==> config.mk <==
export PLATFORM = sky130hd
export DESIGN_NAME = lcs_line_contactor_sequencer
export DESIGN_NICKNAME = d
export VERILOG_FILES = /design/src/rtl/lcs_line_contactor_sequencer.v
export VERILOG_INCLUDE_DIRS = /design/src /design/src/rtl
export SDC_FILE = /design/constraint.sdc
export NUM_CORES = 1
export LEC_CHECK = 0
export BUFFER_PORTS_ARGS = -buffer_cell sky130_fd_sc_hd__clkbuf_2
export CAP_MARGIN = 20
export CORE_ASPECT_RATIO = 0.7
export CORE_MARGIN = 2
export CORE_UTILIZATION = 25
export CTS_CLUSTER_DIAMETER = 120
export DETAILED_ROUTE_END_ITERATION = 12
export SYNTH_ARGS = -nofsm -noshare
export SYNTH_HDL_FRONTEND = slang
export SYNTH_SLANG_ARGS = --single-unit
export TNS_END_PERCENT = 20
==> constraint.sdc <==
create_clock -name core_clk_i -period 5.57 [get_ports core_clk_i]
set_input_delay 0 -clock core_clk_i [delete_from_list [all_inputs] [get_ports core_clk_i]]
set_output_delay 0 -clock core_clk_i [all_outputs]
set_load 0.005 [all_outputs]
==> src/rtl/lcs_consts.vh <==
// Constants for the line contactor sequencer: register map, field layout, reset values, timing.
`ifndef LCS_CONSTS_VH
`define LCS_CONSTS_VH
// ==========================================================
// Register byte addresses
`define LCS_ADDR_CTRL 12'h000
`define LCS_ADDR_MON_TIME 12'h004
`define LCS_ADDR_HOLD_TIME 12'h008
`define LCS_ADDR_OUT_SEL 12'h00C
`define LCS_ADDR_STATUS 12'h010
`define LCS_ADDR_IRQ_STAT 12'h014
`define LCS_ADDR_IRQ_MASK 12'h018
// ==========================================================
// Control register fields
`define LCS_CTRL_SRC_LSB 0
`define LCS_CTRL_SRC_MSB 1
`define LCS_CTRL_DI_LSB 4
`define LCS_CTRL_DI_MSB 6
`define LCS_CTRL_SEQ 8
`define LCS_CTRL_FORCE 9
// Feedback source encodings.
`define LCS_SRC_NONE 2'h0
`define LCS_SRC_NO 2'h1
`define LCS_SRC_NC 2'h2
// Status and interrupt bits.
`define LCS_ST_ACT 0
`define LCS_ST_FB 1
`define LCS_ST_FAULT 2
`define LCS_ST_HOLD 3
`define LCS_IRQ_FAULT 0
`define LCS_IRQ_OPEN 1
// ==========================================================
// Timing: times in ms, clock 125 MHz, counts in cycles
`define LCS_CLK_HZ 125000000
`define LCS_MON_TIME_MS 100
`define LCS_HOLD_TIME_MS 50
`define LCS_CYC_PER_MS (`LCS_CLK_HZ / 1000)
`define LCS_MON_CYC (`LCS_MON_TIME_MS * `LCS_CYC_PER_MS)
`define LCS_HOLD_CYC (`LCS_HOLD_TIME_MS * `LCS_CYC_PER_MS)
`endif

==> src/rtl/lcs_line_contactor_sequencer.v <==
// Line contactor sequencer with APB register slave and interrupt.
`timescale 1ns/100ps
`include "lcs_consts.vh"
// What this block does
// - An internal contactor activation signal is produced and drives every digital output whose source selects it.
// - Feedback source is none (default), a normally-open contact on a chosen input, or a normally-closed one read inverted.
// - A feedback fault is raised when expected feedback stays absent past the monitoring time, default 100 ms.
// - Feedback is monitored only when a source is selected; with none the fault is never raised.
// - After a normal stop the contactor stays closed for the holding time, default 50 ms, then opens.
// - With sequence configuration 0 the contactor opens at once when Safe Torque Off becomes active.
// - With sequence configuration 1 the contactor opens under Safe Torque Off only after the holding time.
// - While force-closed is 1 the contactor stays closed through stop and fault; default 0.
module lcs_line_contactor_sequencer #(
  parameter [31:0] MON_CYC_DEF = `LCS_MON_CYC,
  parameter [31:0] HOLD_CYC_DEF = `LCS_HOLD_CYC
) (
  input wire core_clk_i,
  input wire nrst_i,
  input wire psel_i,
  input wire penable_i,
  input wire pwrite_i,
  input wire [11:0] paddr_i,
  input wire [31:0] pwdata_i,
  output reg [31:0] prdata_o,
  output wire pready_o,
  output wire pslverr_o,
  input wire drive_on_i,
  input wire sto_active_i,
  input wire fault_ack_i,
  input wire [7:0] digital_input_x_i,
  output reg [7:0] digital_output_o,
  output wire contactor_activate_signal_o,
  output wire contactor_feedback_fault_o,
  output wire irq_o
);

  // ==========================================================
  // Input synchronisers
  reg [7:0] di_s1_q;
  reg [7:0] di_s2_q;
  reg [2:0] ctl_s1_q;
  reg [2:0] ctl_s2_q;
  always @(posedge core_clk_i) begin
    if (!nrst_i) begin
      di_s1_q <= 8'h00;
      di_s2_q <= 8'h00;
      ctl_s1_q <= 3'h0;
      ctl_s2_q <= 3'h0;
    end else begin
      di_s1_q <= digital_input_x_i;
      di_s2_q <= di_s1_q;
      ctl_s1_q <= {fault_ack_i, sto_active_i, drive_on_i};
      ctl_s2_q <= ctl_s1_q;
    end
  end
  wire drive_on = ctl_s2_q[0];
  wire sto_on = ctl_s2_q[1];
  wire ack_on = ctl_s2_q[2];

  // ==========================================================
  // Registers
  reg [1:0] fb_src_q;
  reg [2:0] fb_di_q;
  reg seq_cfg_q;
  reg force_q;
  reg [31:0] mon_time_q;
  reg [31:0] hold_time_q;
  reg [7:0] out_sel_q;
  reg [1:0] irq_stat_q;
  reg [1:0] irq_mask_q;
  reg fault_q;
  reg [31:0] hold_cnt_q;
  reg [31:0] mon_cnt_q;
  reg cmd_prev_q;

  wire wr_en = psel_i & penable_i & pwrite_i;
  wire rd_en = psel_i & penable_i & ~pwrite_i;
  assign pready_o = 1'b1;

  function addr_known;
    input [11:0] a;
    begin
      addr_known = (a == `LCS_ADDR_CTRL) || (a == `LCS_ADDR_MON_TIME) || (a == `LCS_ADDR_HOLD_TIME) ||
                   (a == `LCS_ADDR_OUT_SEL) || (a == `LCS_ADDR_STATUS) || (a == `LCS_ADDR_IRQ_STAT) ||
                   (a == `LCS_ADDR_IRQ_MASK);
    end
  endfunction
  assign pslverr_o = psel_i & penable_i & ~addr_known(paddr_i);

  // Write hits are decoded once so every register agrees on the map.
  function wr_hit;
    input en;
    input [11:0] a;
    input [11:0] target;
    begin
      wr_hit = en && (a == target);
    end
  endfunction
  wire wr_ctrl = wr_hit(wr_en, paddr_i, `LCS_ADDR_CTRL);
  wire wr_mon = wr_hit(wr_en, paddr_i, `LCS_ADDR_MON_TIME);
  wire wr_hold = wr_hit(wr_en, paddr_i, `LCS_ADDR_HOLD_TIME);
  wire wr_osel = wr_hit(wr_en, paddr_i, `LCS_ADDR_OUT_SEL);
  wire wr_irq = wr_hit(wr_en, paddr_i, `LCS_ADDR_IRQ_STAT);
  wire wr_mask = wr_hit(wr_en, paddr_i, `LCS_ADDR_IRQ_MASK);

  // ==========================================================
  // Feedback selection
  wire fb_raw = di_s2_q[fb_di_q];
  reg fb_ok;
  always @* begin
    case (fb_src_q)
      `LCS_SRC_NO: fb_ok = fb_raw;
      `LCS_SRC_NC: fb_ok = ~fb_raw;
      default: fb_ok = 1'b1;
    endcase
  end
  wire fb_enabled = (fb_src_q == `LCS_SRC_NO) || (fb_src_q == `LCS_SRC_NC);

  // ==========================================================
  // Contactor command sequencing
  // The hold timer runs on a normal stop, and under Safe Torque Off only when configured for a delayed open.
  localparam [1:0] SEQ_OPEN = 2'h0;
  localparam [1:0] SEQ_RUN = 2'h1;
  localparam [1:0] SEQ_HOLD = 2'h2;
  reg [1:0] seq_state_q;
  reg [1:0] seq_state_d;
  reg [31:0] hold_cnt_d;
  wire act_on = (seq_state_q == SEQ_RUN);
  wire hold_on = (seq_state_q == SEQ_HOLD);
  wire hold_done = (hold_cnt_q == 32'h0000_0000);
  wire hold_allowed = ~sto_on | seq_cfg_q;
  wire fault_blocks = fault_q & ~force_q;
  wire run_req = drive_on & ~sto_on & ~fault_blocks;
  wire cmd_d = force_q | ((act_on | hold_on) & ~fault_q);
  assign contactor_activate_signal_o = cmd_d;
  assign contactor_feedback_fault_o = fault_q;

  // A fault drops the contactor at once unless forced; the hold only serves orderly stops.
  always @* begin
    seq_state_d = seq_state_q;
    hold_cnt_d = hold_cnt_q;
    case (seq_state_q)
      SEQ_OPEN: begin
        if (run_req) begin
          seq_state_d = SEQ_RUN;
          hold_cnt_d = hold_time_q;
        end
      end
      SEQ_RUN: begin
        hold_cnt_d = hold_time_q;
        if (!run_req) begin
          if (hold_allowed && !fault_blocks) begin
            seq_state_d = SEQ_HOLD;
          end else begin
            seq_state_d = SEQ_OPEN;
          end
        end
      end
      SEQ_HOLD: begin
        if (run_req) begin
          seq_state_d = SEQ_RUN;
          hold_cnt_d = hold_time_q;
        end else if (fault_blocks || (sto_on && !seq_cfg_q)) begin
          seq_state_d = SEQ_OPEN;
        end else if (hold_done) begin
          seq_state_d = SEQ_OPEN;
        end else begin
          hold_cnt_d = hold_cnt_q - 32'h0000_0001;
        end
      end
      default: begin
        seq_state_d = SEQ_OPEN;
      end
    endcase
  end

  always @(posedge core_clk_i) begin
    if (!nrst_i) begin
      seq_state_q <= SEQ_OPEN;
      hold_cnt_q <= 32'h0000_0000;
    end else begin
      seq_state_q <= seq_state_d;
      hold_cnt_q <= hold_cnt_d;
    end
  end

  // ==========================================================
  // Feedback monitor and fault latch
  wire fb_mismatch = fb_enabled && (fb_ok != cmd_d);
  wire fb_timeout = fb_mismatch && (cmd_d == cmd_prev_q) && (mon_cnt_q >= mon_time_q);
  always @(posedge core_clk_i) begin
    if (!nrst_i) begin
      cmd_prev_q <= 1'b0;
      mon_cnt_q <= 32'h0000_0000;
      fault_q <= 1'b0;
    end else begin
      cmd_prev_q <= cmd_d;
      if (cmd_d != cmd_prev_q) begin
        mon_cnt_q <= 32'h0000_0000;
      end else if (fb_mismatch) begin
        if (mon_cnt_q != 32'hFFFF_FFFF) begin
          mon_cnt_q <= mon_cnt_q + 32'h0000_0001;
        end
      end else begin
        mon_cnt_q <= 32'h0000_0000;
      end
      // A timeout in the same cycle as an acknowledge wins, so no fault is ever lost.
      if (fb_timeout) begin
        fault_q <= 1'b1;
      end else if (ack_on) begin
        fault_q <= 1'b0;
      end
    end
  end
  wire fault_rise = ~fault_q & fb_timeout;
  wire open_evt = cmd_prev_q & ~cmd_d;
  reg [1:0] irq_set;
  always @* begin
    irq_set = 2'h0;
    irq_set[`LCS_IRQ_FAULT] = fault_rise;
    irq_set[`LCS_IRQ_OPEN] = open_evt;
  end
  wire [1:0] irq_clr = wr_irq ? pwdata_i[1:0] : 2'h0;

  // ==========================================================
  // Register writes and interrupt status
  always @(posedge core_clk_i) begin
    if (!nrst_i) begin
      fb_src_q <= `LCS_SRC_NONE;
      fb_di_q <= 3'h0;
      seq_cfg_q <= 1'b0;
      force_q <= 1'b0;
      mon_time_q <= MON_CYC_DEF;
      hold_time_q <= HOLD_CYC_DEF;
      out_sel_q <= 8'h00;
      irq_mask_q <= 2'h0;
      irq_stat_q <= 2'h0;
    end else begin
      if (wr_ctrl) begin
        fb_src_q <= pwdata_i[`LCS_CTRL_SRC_MSB:`LCS_CTRL_SRC_LSB];
        fb_di_q <= pwdata_i[`LCS_CTRL_DI_MSB:`LCS_CTRL_DI_LSB];
        seq_cfg_q <= pwdata_i[`LCS_CTRL_SEQ];
        force_q <= pwdata_i[`LCS_CTRL_FORCE];
      end
      if (wr_mon) begin
        mon_time_q <= pwdata_i;
      end
      if (wr_hold) begin
        hold_time_q <= pwdata_i;
      end
      if (wr_osel) begin
        out_sel_q <= pwdata_i[7:0];
      end
      if (wr_mask) begin
        irq_mask_q <= pwdata_i[1:0];
      end
      // Set wins over a write-one clear in the same cycle.
      irq_stat_q <= (irq_stat_q & ~irq_clr) | irq_set;
    end
  end
  assign irq_o = |(irq_stat_q & irq_mask_q);

  // ==========================================================
  // Digital outputs and read data
  always @(posedge core_clk_i) begin
    if (!nrst_i) begin
      digital_output_o <= 8'h00;
    end else begin
      digital_output_o <= out_sel_q & {8{cmd_d}};
    end
  end

  // Read words are built from the field positions so the map lives in one place.
  reg [31:0] ctrl_word;
  reg [31:0] status_word;
  always @* begin
    ctrl_word = 32'h0000_0000;
    ctrl_word[`LCS_CTRL_SRC_MSB:`LCS_CTRL_SRC_LSB] = fb_src_q;
    ctrl_word[`LCS_CTRL_DI_MSB:`LCS_CTRL_DI_LSB] = fb_di_q;
    ctrl_word[`LCS_CTRL_SEQ] = seq_cfg_q;
    ctrl_word[`LCS_CTRL_FORCE] = force_q;
  end
  always @* begin
    status_word = 32'h0000_0000;
    status_word[`LCS_ST_ACT] = cmd_d;
    status_word[`LCS_ST_FB] = fb_ok;
    status_word[`LCS_ST_FAULT] = fault_q;
    status_word[`LCS_ST_HOLD] = hold_on;
  end

  always @* begin
    prdata_o = 32'h0000_0000;
    if (rd_en) begin
      case (paddr_i)
        `LCS_ADDR_CTRL: prdata_o = ctrl_word;
        `LCS_ADDR_MON_TIME: prdata_o = mon_time_q;
        `LCS_ADDR_HOLD_TIME: prdata_o = hold_time_q;
        `LCS_ADDR_OUT_SEL: prdata_o = {24'h0, out_sel_q};
        `LCS_ADDR_STATUS: prdata_o = status_word;
        `LCS_ADDR_IRQ_STAT: prdata_o = {30'h0, irq_stat_q};
        `LCS_ADDR_IRQ_MASK: prdata_o = {30'h0, irq_mask_q};
        default: prdata_o = 32'h0000_0000;
      endcase
    end
  end
endmodule // lcs_line_contactor_sequencer
==> results.json, run 1 <==
{
  "arrival_ns": 3.33,
  "die_h_um": 164.2,
  "post_synth_num_cell_types": 66,
  "yosysTopAreaCell": "dfxtp_1",
  "cts_setup_buffers": 0,
  "hold_depth": 4,
  "num-fill-cells": 3847,
  "grt_setup_unrepaired": "false",
  "drt-total-wl_mm": 28.77,
  "dieArea_mm2": 0.03824,
  "power.total_mw": 3.324,
  "finalSetupViolCount": 0,
  "cts_max_path_buffers": 2,
  "worst_setup_path_start_kind": "flip-flop",
  "core_mm2": 0.03599,
  "cts.htree.levels": 4,
  "synth-edff-count": 0,
  "place.gp.congestion": 0.8476,
  "rrSetupSlack_ns": 2.54,
  "synthCells": 1154,
  "rr_worst_depth": 7,
  "place_ws_ns": 2.168,
  "cts_made_buffers": 17,
  "async_flop_share_pct": 0,
  "worstSetupEndpointType": "flip-flop",
  "syn_area_mm2": 0.009166,
  "maxCapViolCount": 0,
  "setup_tns_ns": 0,
  "syn_to_final_growth_pct": 21.92,
  "power_density_mw_per_mm2": 297.4,
  "holdPathEnd": "irq_stat_q[1]",
  "syn_avg_cell_area_um2": 7.943,
  "regArea_mm2": 0.003623,
  "dp_hpwl_mm": 20.12,
  "synth.yosys.seq_area_share_pct": 39.53,
  "worstReg2RegEnd": "hold_cnt_q[30]",
  "relSlewSlack_pct": 23.30,
  "clockRootBuffer": "clkbuf_16",
  "vdd_drop_max_mv": 0.2291,
  "synth_area_leaders": "dfxtp_1 (40%), nand2_1 (7.4%), ha_1 (5.7%)",
  "syn_nets": 1256,
  "drive_above_1_share_pct": 13.42,
  "place_inst": 1678,
  "portBuffers": 103,
  "min_period_ns": 3.027,
  "hold_violations": 0,
  "status": "finished clean",
  "grt_first_pass_wirelength_mm": 45.24,
  "drc": 0,
  "leakage_nw": 4.217,
  "vias_per_cell": 5.013,
  "io_pins": 105,
  "drt-pass1-iter-count": 6,
  "antenna_found_initial": 0,
  "clk_latency_ns": 0.46,
  "timing.rr.start": "hold_cnt_q[12]",
  "cts_sinks": 181,
  "slew_viol_final": 0,
  "antenna_cells": 0,
  "fin_worst_skew_ns": 0.01626,
  "finalInstanceArea_mm2": 0.01118,
  "path_clk_slew_ns": 0.08,
  "antenna_left": 0,
  "max_freq_mhz": 330.4,
  "grt_max_degree": 78,
  "final.period_utilization_pct": 54.34,
  "synth_flop_cell": "dfxtp_1",
  "synth_seq_cells": 181,
  "layout_setup_ws_ns": 2.543,
  "overflow": 0,
  "cts_tree": "built",
  "placed_area_mm2": 0.01013,
  "synthTopCellsByCount": "dfxtp_1 (181), nand2_1 (181), nor2_1 (123), a21oi_1 (88), clkbuf_1 (66)",
  "synthDominantCellAreaShare_pct": 39.53,
  "grt_pass1_vias": 8143,
  "hp-class": "input pin to flip-flop",
  "nets": 1363,
  "wl_per_cell_um": 16.40,
  "fin_util_pct": 31.05,
  "die_x_um": 232.9,
  "std_cell_rows": 58,
  "drt_iter0_drc": 853,
  "final_cell_count_no_fill": 1754,
  "path_max_fanout": 22,
  "critPathRequiredTime_ns": 5.87,
  "multi_input_area_mm2": 0.005086,
  "initial_core_util_pct": 25.47,
  "tightest_slew_ns": 1.151,
  "ys_warn_count": 0,
  "hold_start": "paddr_i[2]",
  "num_vias": 8793,
  "grt_util_all_layers_pct": 15.22,
  "crit_type": "flip-flop to flip-flop",
  "holdWs_ns": 0.03962
}
## worst max path at each step
stage                               from        endpoint  slack (ns)  cells after the start
after floorplan           hold_cnt_q[12]  hold_cnt_q[28]        2.78                      9
after global placement    hold_cnt_q[12]  hold_cnt_q[10]        2.27                      6
after detailed placement  hold_cnt_q[12]  hold_cnt_q[10]        2.17                      6
after CTS                 hold_cnt_q[12]  hold_cnt_q[10]        2.15                      6
after global routing      hold_cnt_q[15]  hold_cnt_q[19]        2.43                      7
final                     hold_cnt_q[12]  hold_cnt_q[30]        2.54                      7
## power by group
| part | internal (mW) | switching [mW] | total (mW) |
|---|---|---|---|
| clock | 0.636 | 0.601 | 1.24 |
| combinational | 0.238 | 0.459 | 0.697 |
| sequential | 1.35 | 0.0427 | 1.39 |
## placed cells by master (no fill, tap or decap), drive strengths merged, types with 32 or more instances in the layout
cell type	Yosys	final
nand3	51	51
clkbuf	66	120
nand2	181	181
dlygate4sd3	0	43
nor2	123	123
a21oi	88	88
dfxtp	181	181
mux2i	32	32
ha	42	42
inv	49	57
## critical path, cell delays in order, from the launching register on
cell and delay (ns):
dfxtp_1 0.36, or3_1 0.51, or4_4 0.51, or4_1 0.60, o21ai_2 0.44, buf_16 0.22
a2bb2oi_1 0.17, nor2_1 0.05
## layout make-up
cell class	instances	share of cell area [%]
clock buffer	17	3.807
clock inverter	15	1.455
inverter	49	1.646
multi-input combinational	849	45.51
sequential	181	32.42
tap	480	5.374
timing repair buffer	163	9.785
## state kept, by name (all words and copies together) (netlist names)
register,count
seq_state_q,2
ctl_s1_q,3
fb_di_q,3
cmd_prev_q,1
out_sel_q,8
digital_output_o,8
di_s2_q,8
fb_src_q,2
force_q,1
hold_time_q,32
contactor_feedback_fault_o,1
irq_mask_q,2
mon_cnt_q,32
irq_stat_q,2
di_s1_q,8
mon_time_q,32
ctl_s2_q,3
seq_cfg_q,1
hold_cnt_q,32
## logic make-up after synthesis
| family | Yosys count | synth area share [%] |
|---|---|---|
| simple gates | 501 | 25.57 |
| compound gates | 239 | 16.79 |
| flops | 181 | 39.53 |
| buf+inv | 124 | 5.269 |
| fa+ha+maj | 42 | 5.733 |
| mux | 35 | 4.109 |
| xor+xnor | 31 | 2.962 |
| other cells | 1 | 0.04091 |
## timing repair
item,in CTS,in global routing
endpoints found under the hold margin,94,0
endpoints found under the setup margin,0,0
resized for setup,0,0
hold buffers,43,0
## routing by layer
metal / wire length [um] / share of wire (%) / up-vias / GRT usage [%]
li1: - / - / 4270 / -
met1: 14530 / 51 / 4160 / 23.31
met2: 11650 / 41 / 337 / 21.24
met3: 2295 / 8.0 / 26 / 3.108
met4: 287 / 1.0 / 0 / 3.909
met5: 0 / 0 / - / 0
Power figures use the tool's default switching activity.
==> run 2: changes to the inputs <==
==> constraint.sdc (replaced) <==
create_clock -name core_clk_i -period 2.86 [get_ports core_clk_i]
set_input_delay 0 -clock core_clk_i [delete_from_list [all_inputs] [get_ports core_clk_i]]
set_output_delay 0 -clock core_clk_i [all_outputs]
set_load 0.005 [all_outputs]
==> results.json, run 2 (synthesized netlist as in run 1, its figures left out) <==
{
  "layout_setup_ws_ns": 0.1596,
  "finalSetupViolCount": 0,
  "cts_tree": "built",
  "max_freq_mhz": 370.3,
  "rrSetupSlack_ns": 0.16,
  "grt_util_all_layers_pct": 15.21,
  "cts-resized-gates": 0,
  "initial_core_util_pct": 25.47,
  "io_pins": 105,
  "clk_latency_ns": 0.45,
  "crit_type": "flip-flop to flip-flop",
  "antenna_cells": 0,
  "power.total_mw": 6.585,
  "placed_area_mm2": 0.01033,
  "num-fill-cells": 3807,
  "vdd_drop_max_mv": 0.4429,
  "drc": 0,
  "num_vias": 8817,
  "clockRootBuffer": "clkbuf_16",
  "drt-total-wl_mm": 28.98,
  "status": "finished clean",
  "cts_made_buffers": 17,
  "antenna_left": 0,
  "drive_above_1_share_pct": 14.74,
  "maxCapViolCount": 0,
  "vias_per_cell": 4.965,
  "cts_max_path_buffers": 2,
  "min_period_ns": 2.700,
  "wl_per_cell_um": 16.32,
  "leakage_nw": 4.346,
  "grt_first_pass_wirelength_mm": 45.15,
  "std_cell_rows": 58,
  "die_h_um": 164.2,
  "relSlewSlack_pct": 32.49,
  "path_max_fanout": 8,
  "arrival_ns": 3.04,
  "finalInstanceArea_mm2": 0.01137,
  "syn_to_final_growth_pct": 24.02,
  "cts_setup_buffers": 0,
  "drt_iter0_drc": 818,
  "power_density_mw_per_mm2": 579.2,
  "dp_hpwl_mm": 20.68,
  "hp-class": "input pin to flip-flop",
  "overflow": 0,
  "place_ws_ns": 0.1792,
  "nets": 1385,
  "setup_tns_ns": 0,
  "timing.rr.start": "hold_cnt_q[12]",
  "final.period_utilization_pct": 94.42,
  "critPathRequiredTime_ns": 3.20,
  "die_x_um": 232.9,
  "multi_input_area_mm2": 0.005085,
  "grt_setup_unrepaired": "false",
  "fin_worst_skew_ns": 0.01399,
  "cp-startpoint": "hold_cnt_q[12]",
  "hold_violations": 0,
  "slew_viol_final": 0,
  "tightest_slew_ns": 1.013,
  "grt_pass1_vias": 8137,
  "hold_start": "nrst_i",
  "worst_setup_path_start_kind": "flip-flop",
  "drt-pass1-iter-count": 6,
  "grt_max_degree": 89,
  "holdWs_ns": 0.06653,
  "antenna_found_initial": 0,
  "dieArea_mm2": 0.03824,
  "layout_common_cells": "nand2_1 (181), dfxtp_1 (181), nor2_1 (122)",
  "portBuffers": 103,
  "cts.htree.levels": 4,
  "core_mm2": 0.03599,
  "cts_sinks": 181,
  "path_clk_slew_ns": 0.08,
  "place.gp.congestion": 0.8830,
  "regArea_mm2": 0.003623,
  "worstSetupEndpointType": "flip-flop"
}
run 2: cell count changes in the layout (fill, tap and decap cells not counted), sizes merged:
cell / before / now
buf: 17 / 38
clkinv: 2 / 5
inv: 57 / 59
dlygate4sd3: 43 / 44
clkinvlp: 4 / 0
bufinv: 1 / 0
run 2: metal layers:
metal	vias up	wire (um)	track usage, %
li1	4330	-	-
met1	4110	14940	23.45
met2	358	11510	21.52
met3	19	2238	2.813
met4	0	297	3.301
met5	-	0	0
run 2: path summary, 6_finish.rpt:
path	end	depth (start not counted)
worst min-delay path	hold_time_q[4]	3
worst max-delay path	hold_cnt_q[29]	6
worst min register to register	di_s2_q[1]	1
worst max register to register	hold_cnt_q[29]	6
run 2: critical path, cell delays in order (launching register included):
cell and delay (ns):
dfxtp_1 0.36, or3_1 0.41, or4_4 0.48, or4_4 0.58
or4b_1 0.50, a21oi_1 0.17, o22ai_1 0.09
run 2: metrics by stage:
stage	instances	util, %
after CTS	1776	31.58
final	1776	31.58
after global placement	1700	28.70
after detailed placement	1700	28.70
after floorplan	1154	-
after global routing	1776	31.58
run 2: repair_timing:
item                                    in CTS  in global routing
hold buffers                                44                  0
endpoints found under the hold margin       94                  0
endpoints found under the setup margin       0                  0
run 2: layout make-up:
cell class	count	share of cell area [%]
repair buffers	185	11.25
well taps	480	5.283
clock buffers	17	3.742
flip-flops and latches	181	31.87
multi-input cells	849	44.73
inverters	49	1.618
clock inverters	15	1.508
run 2: where the power goes:
part,internal (mW),switching [mW]
clock,1.18,1.21
sequential,2.62,0.0860
combinational,0.566,0.914
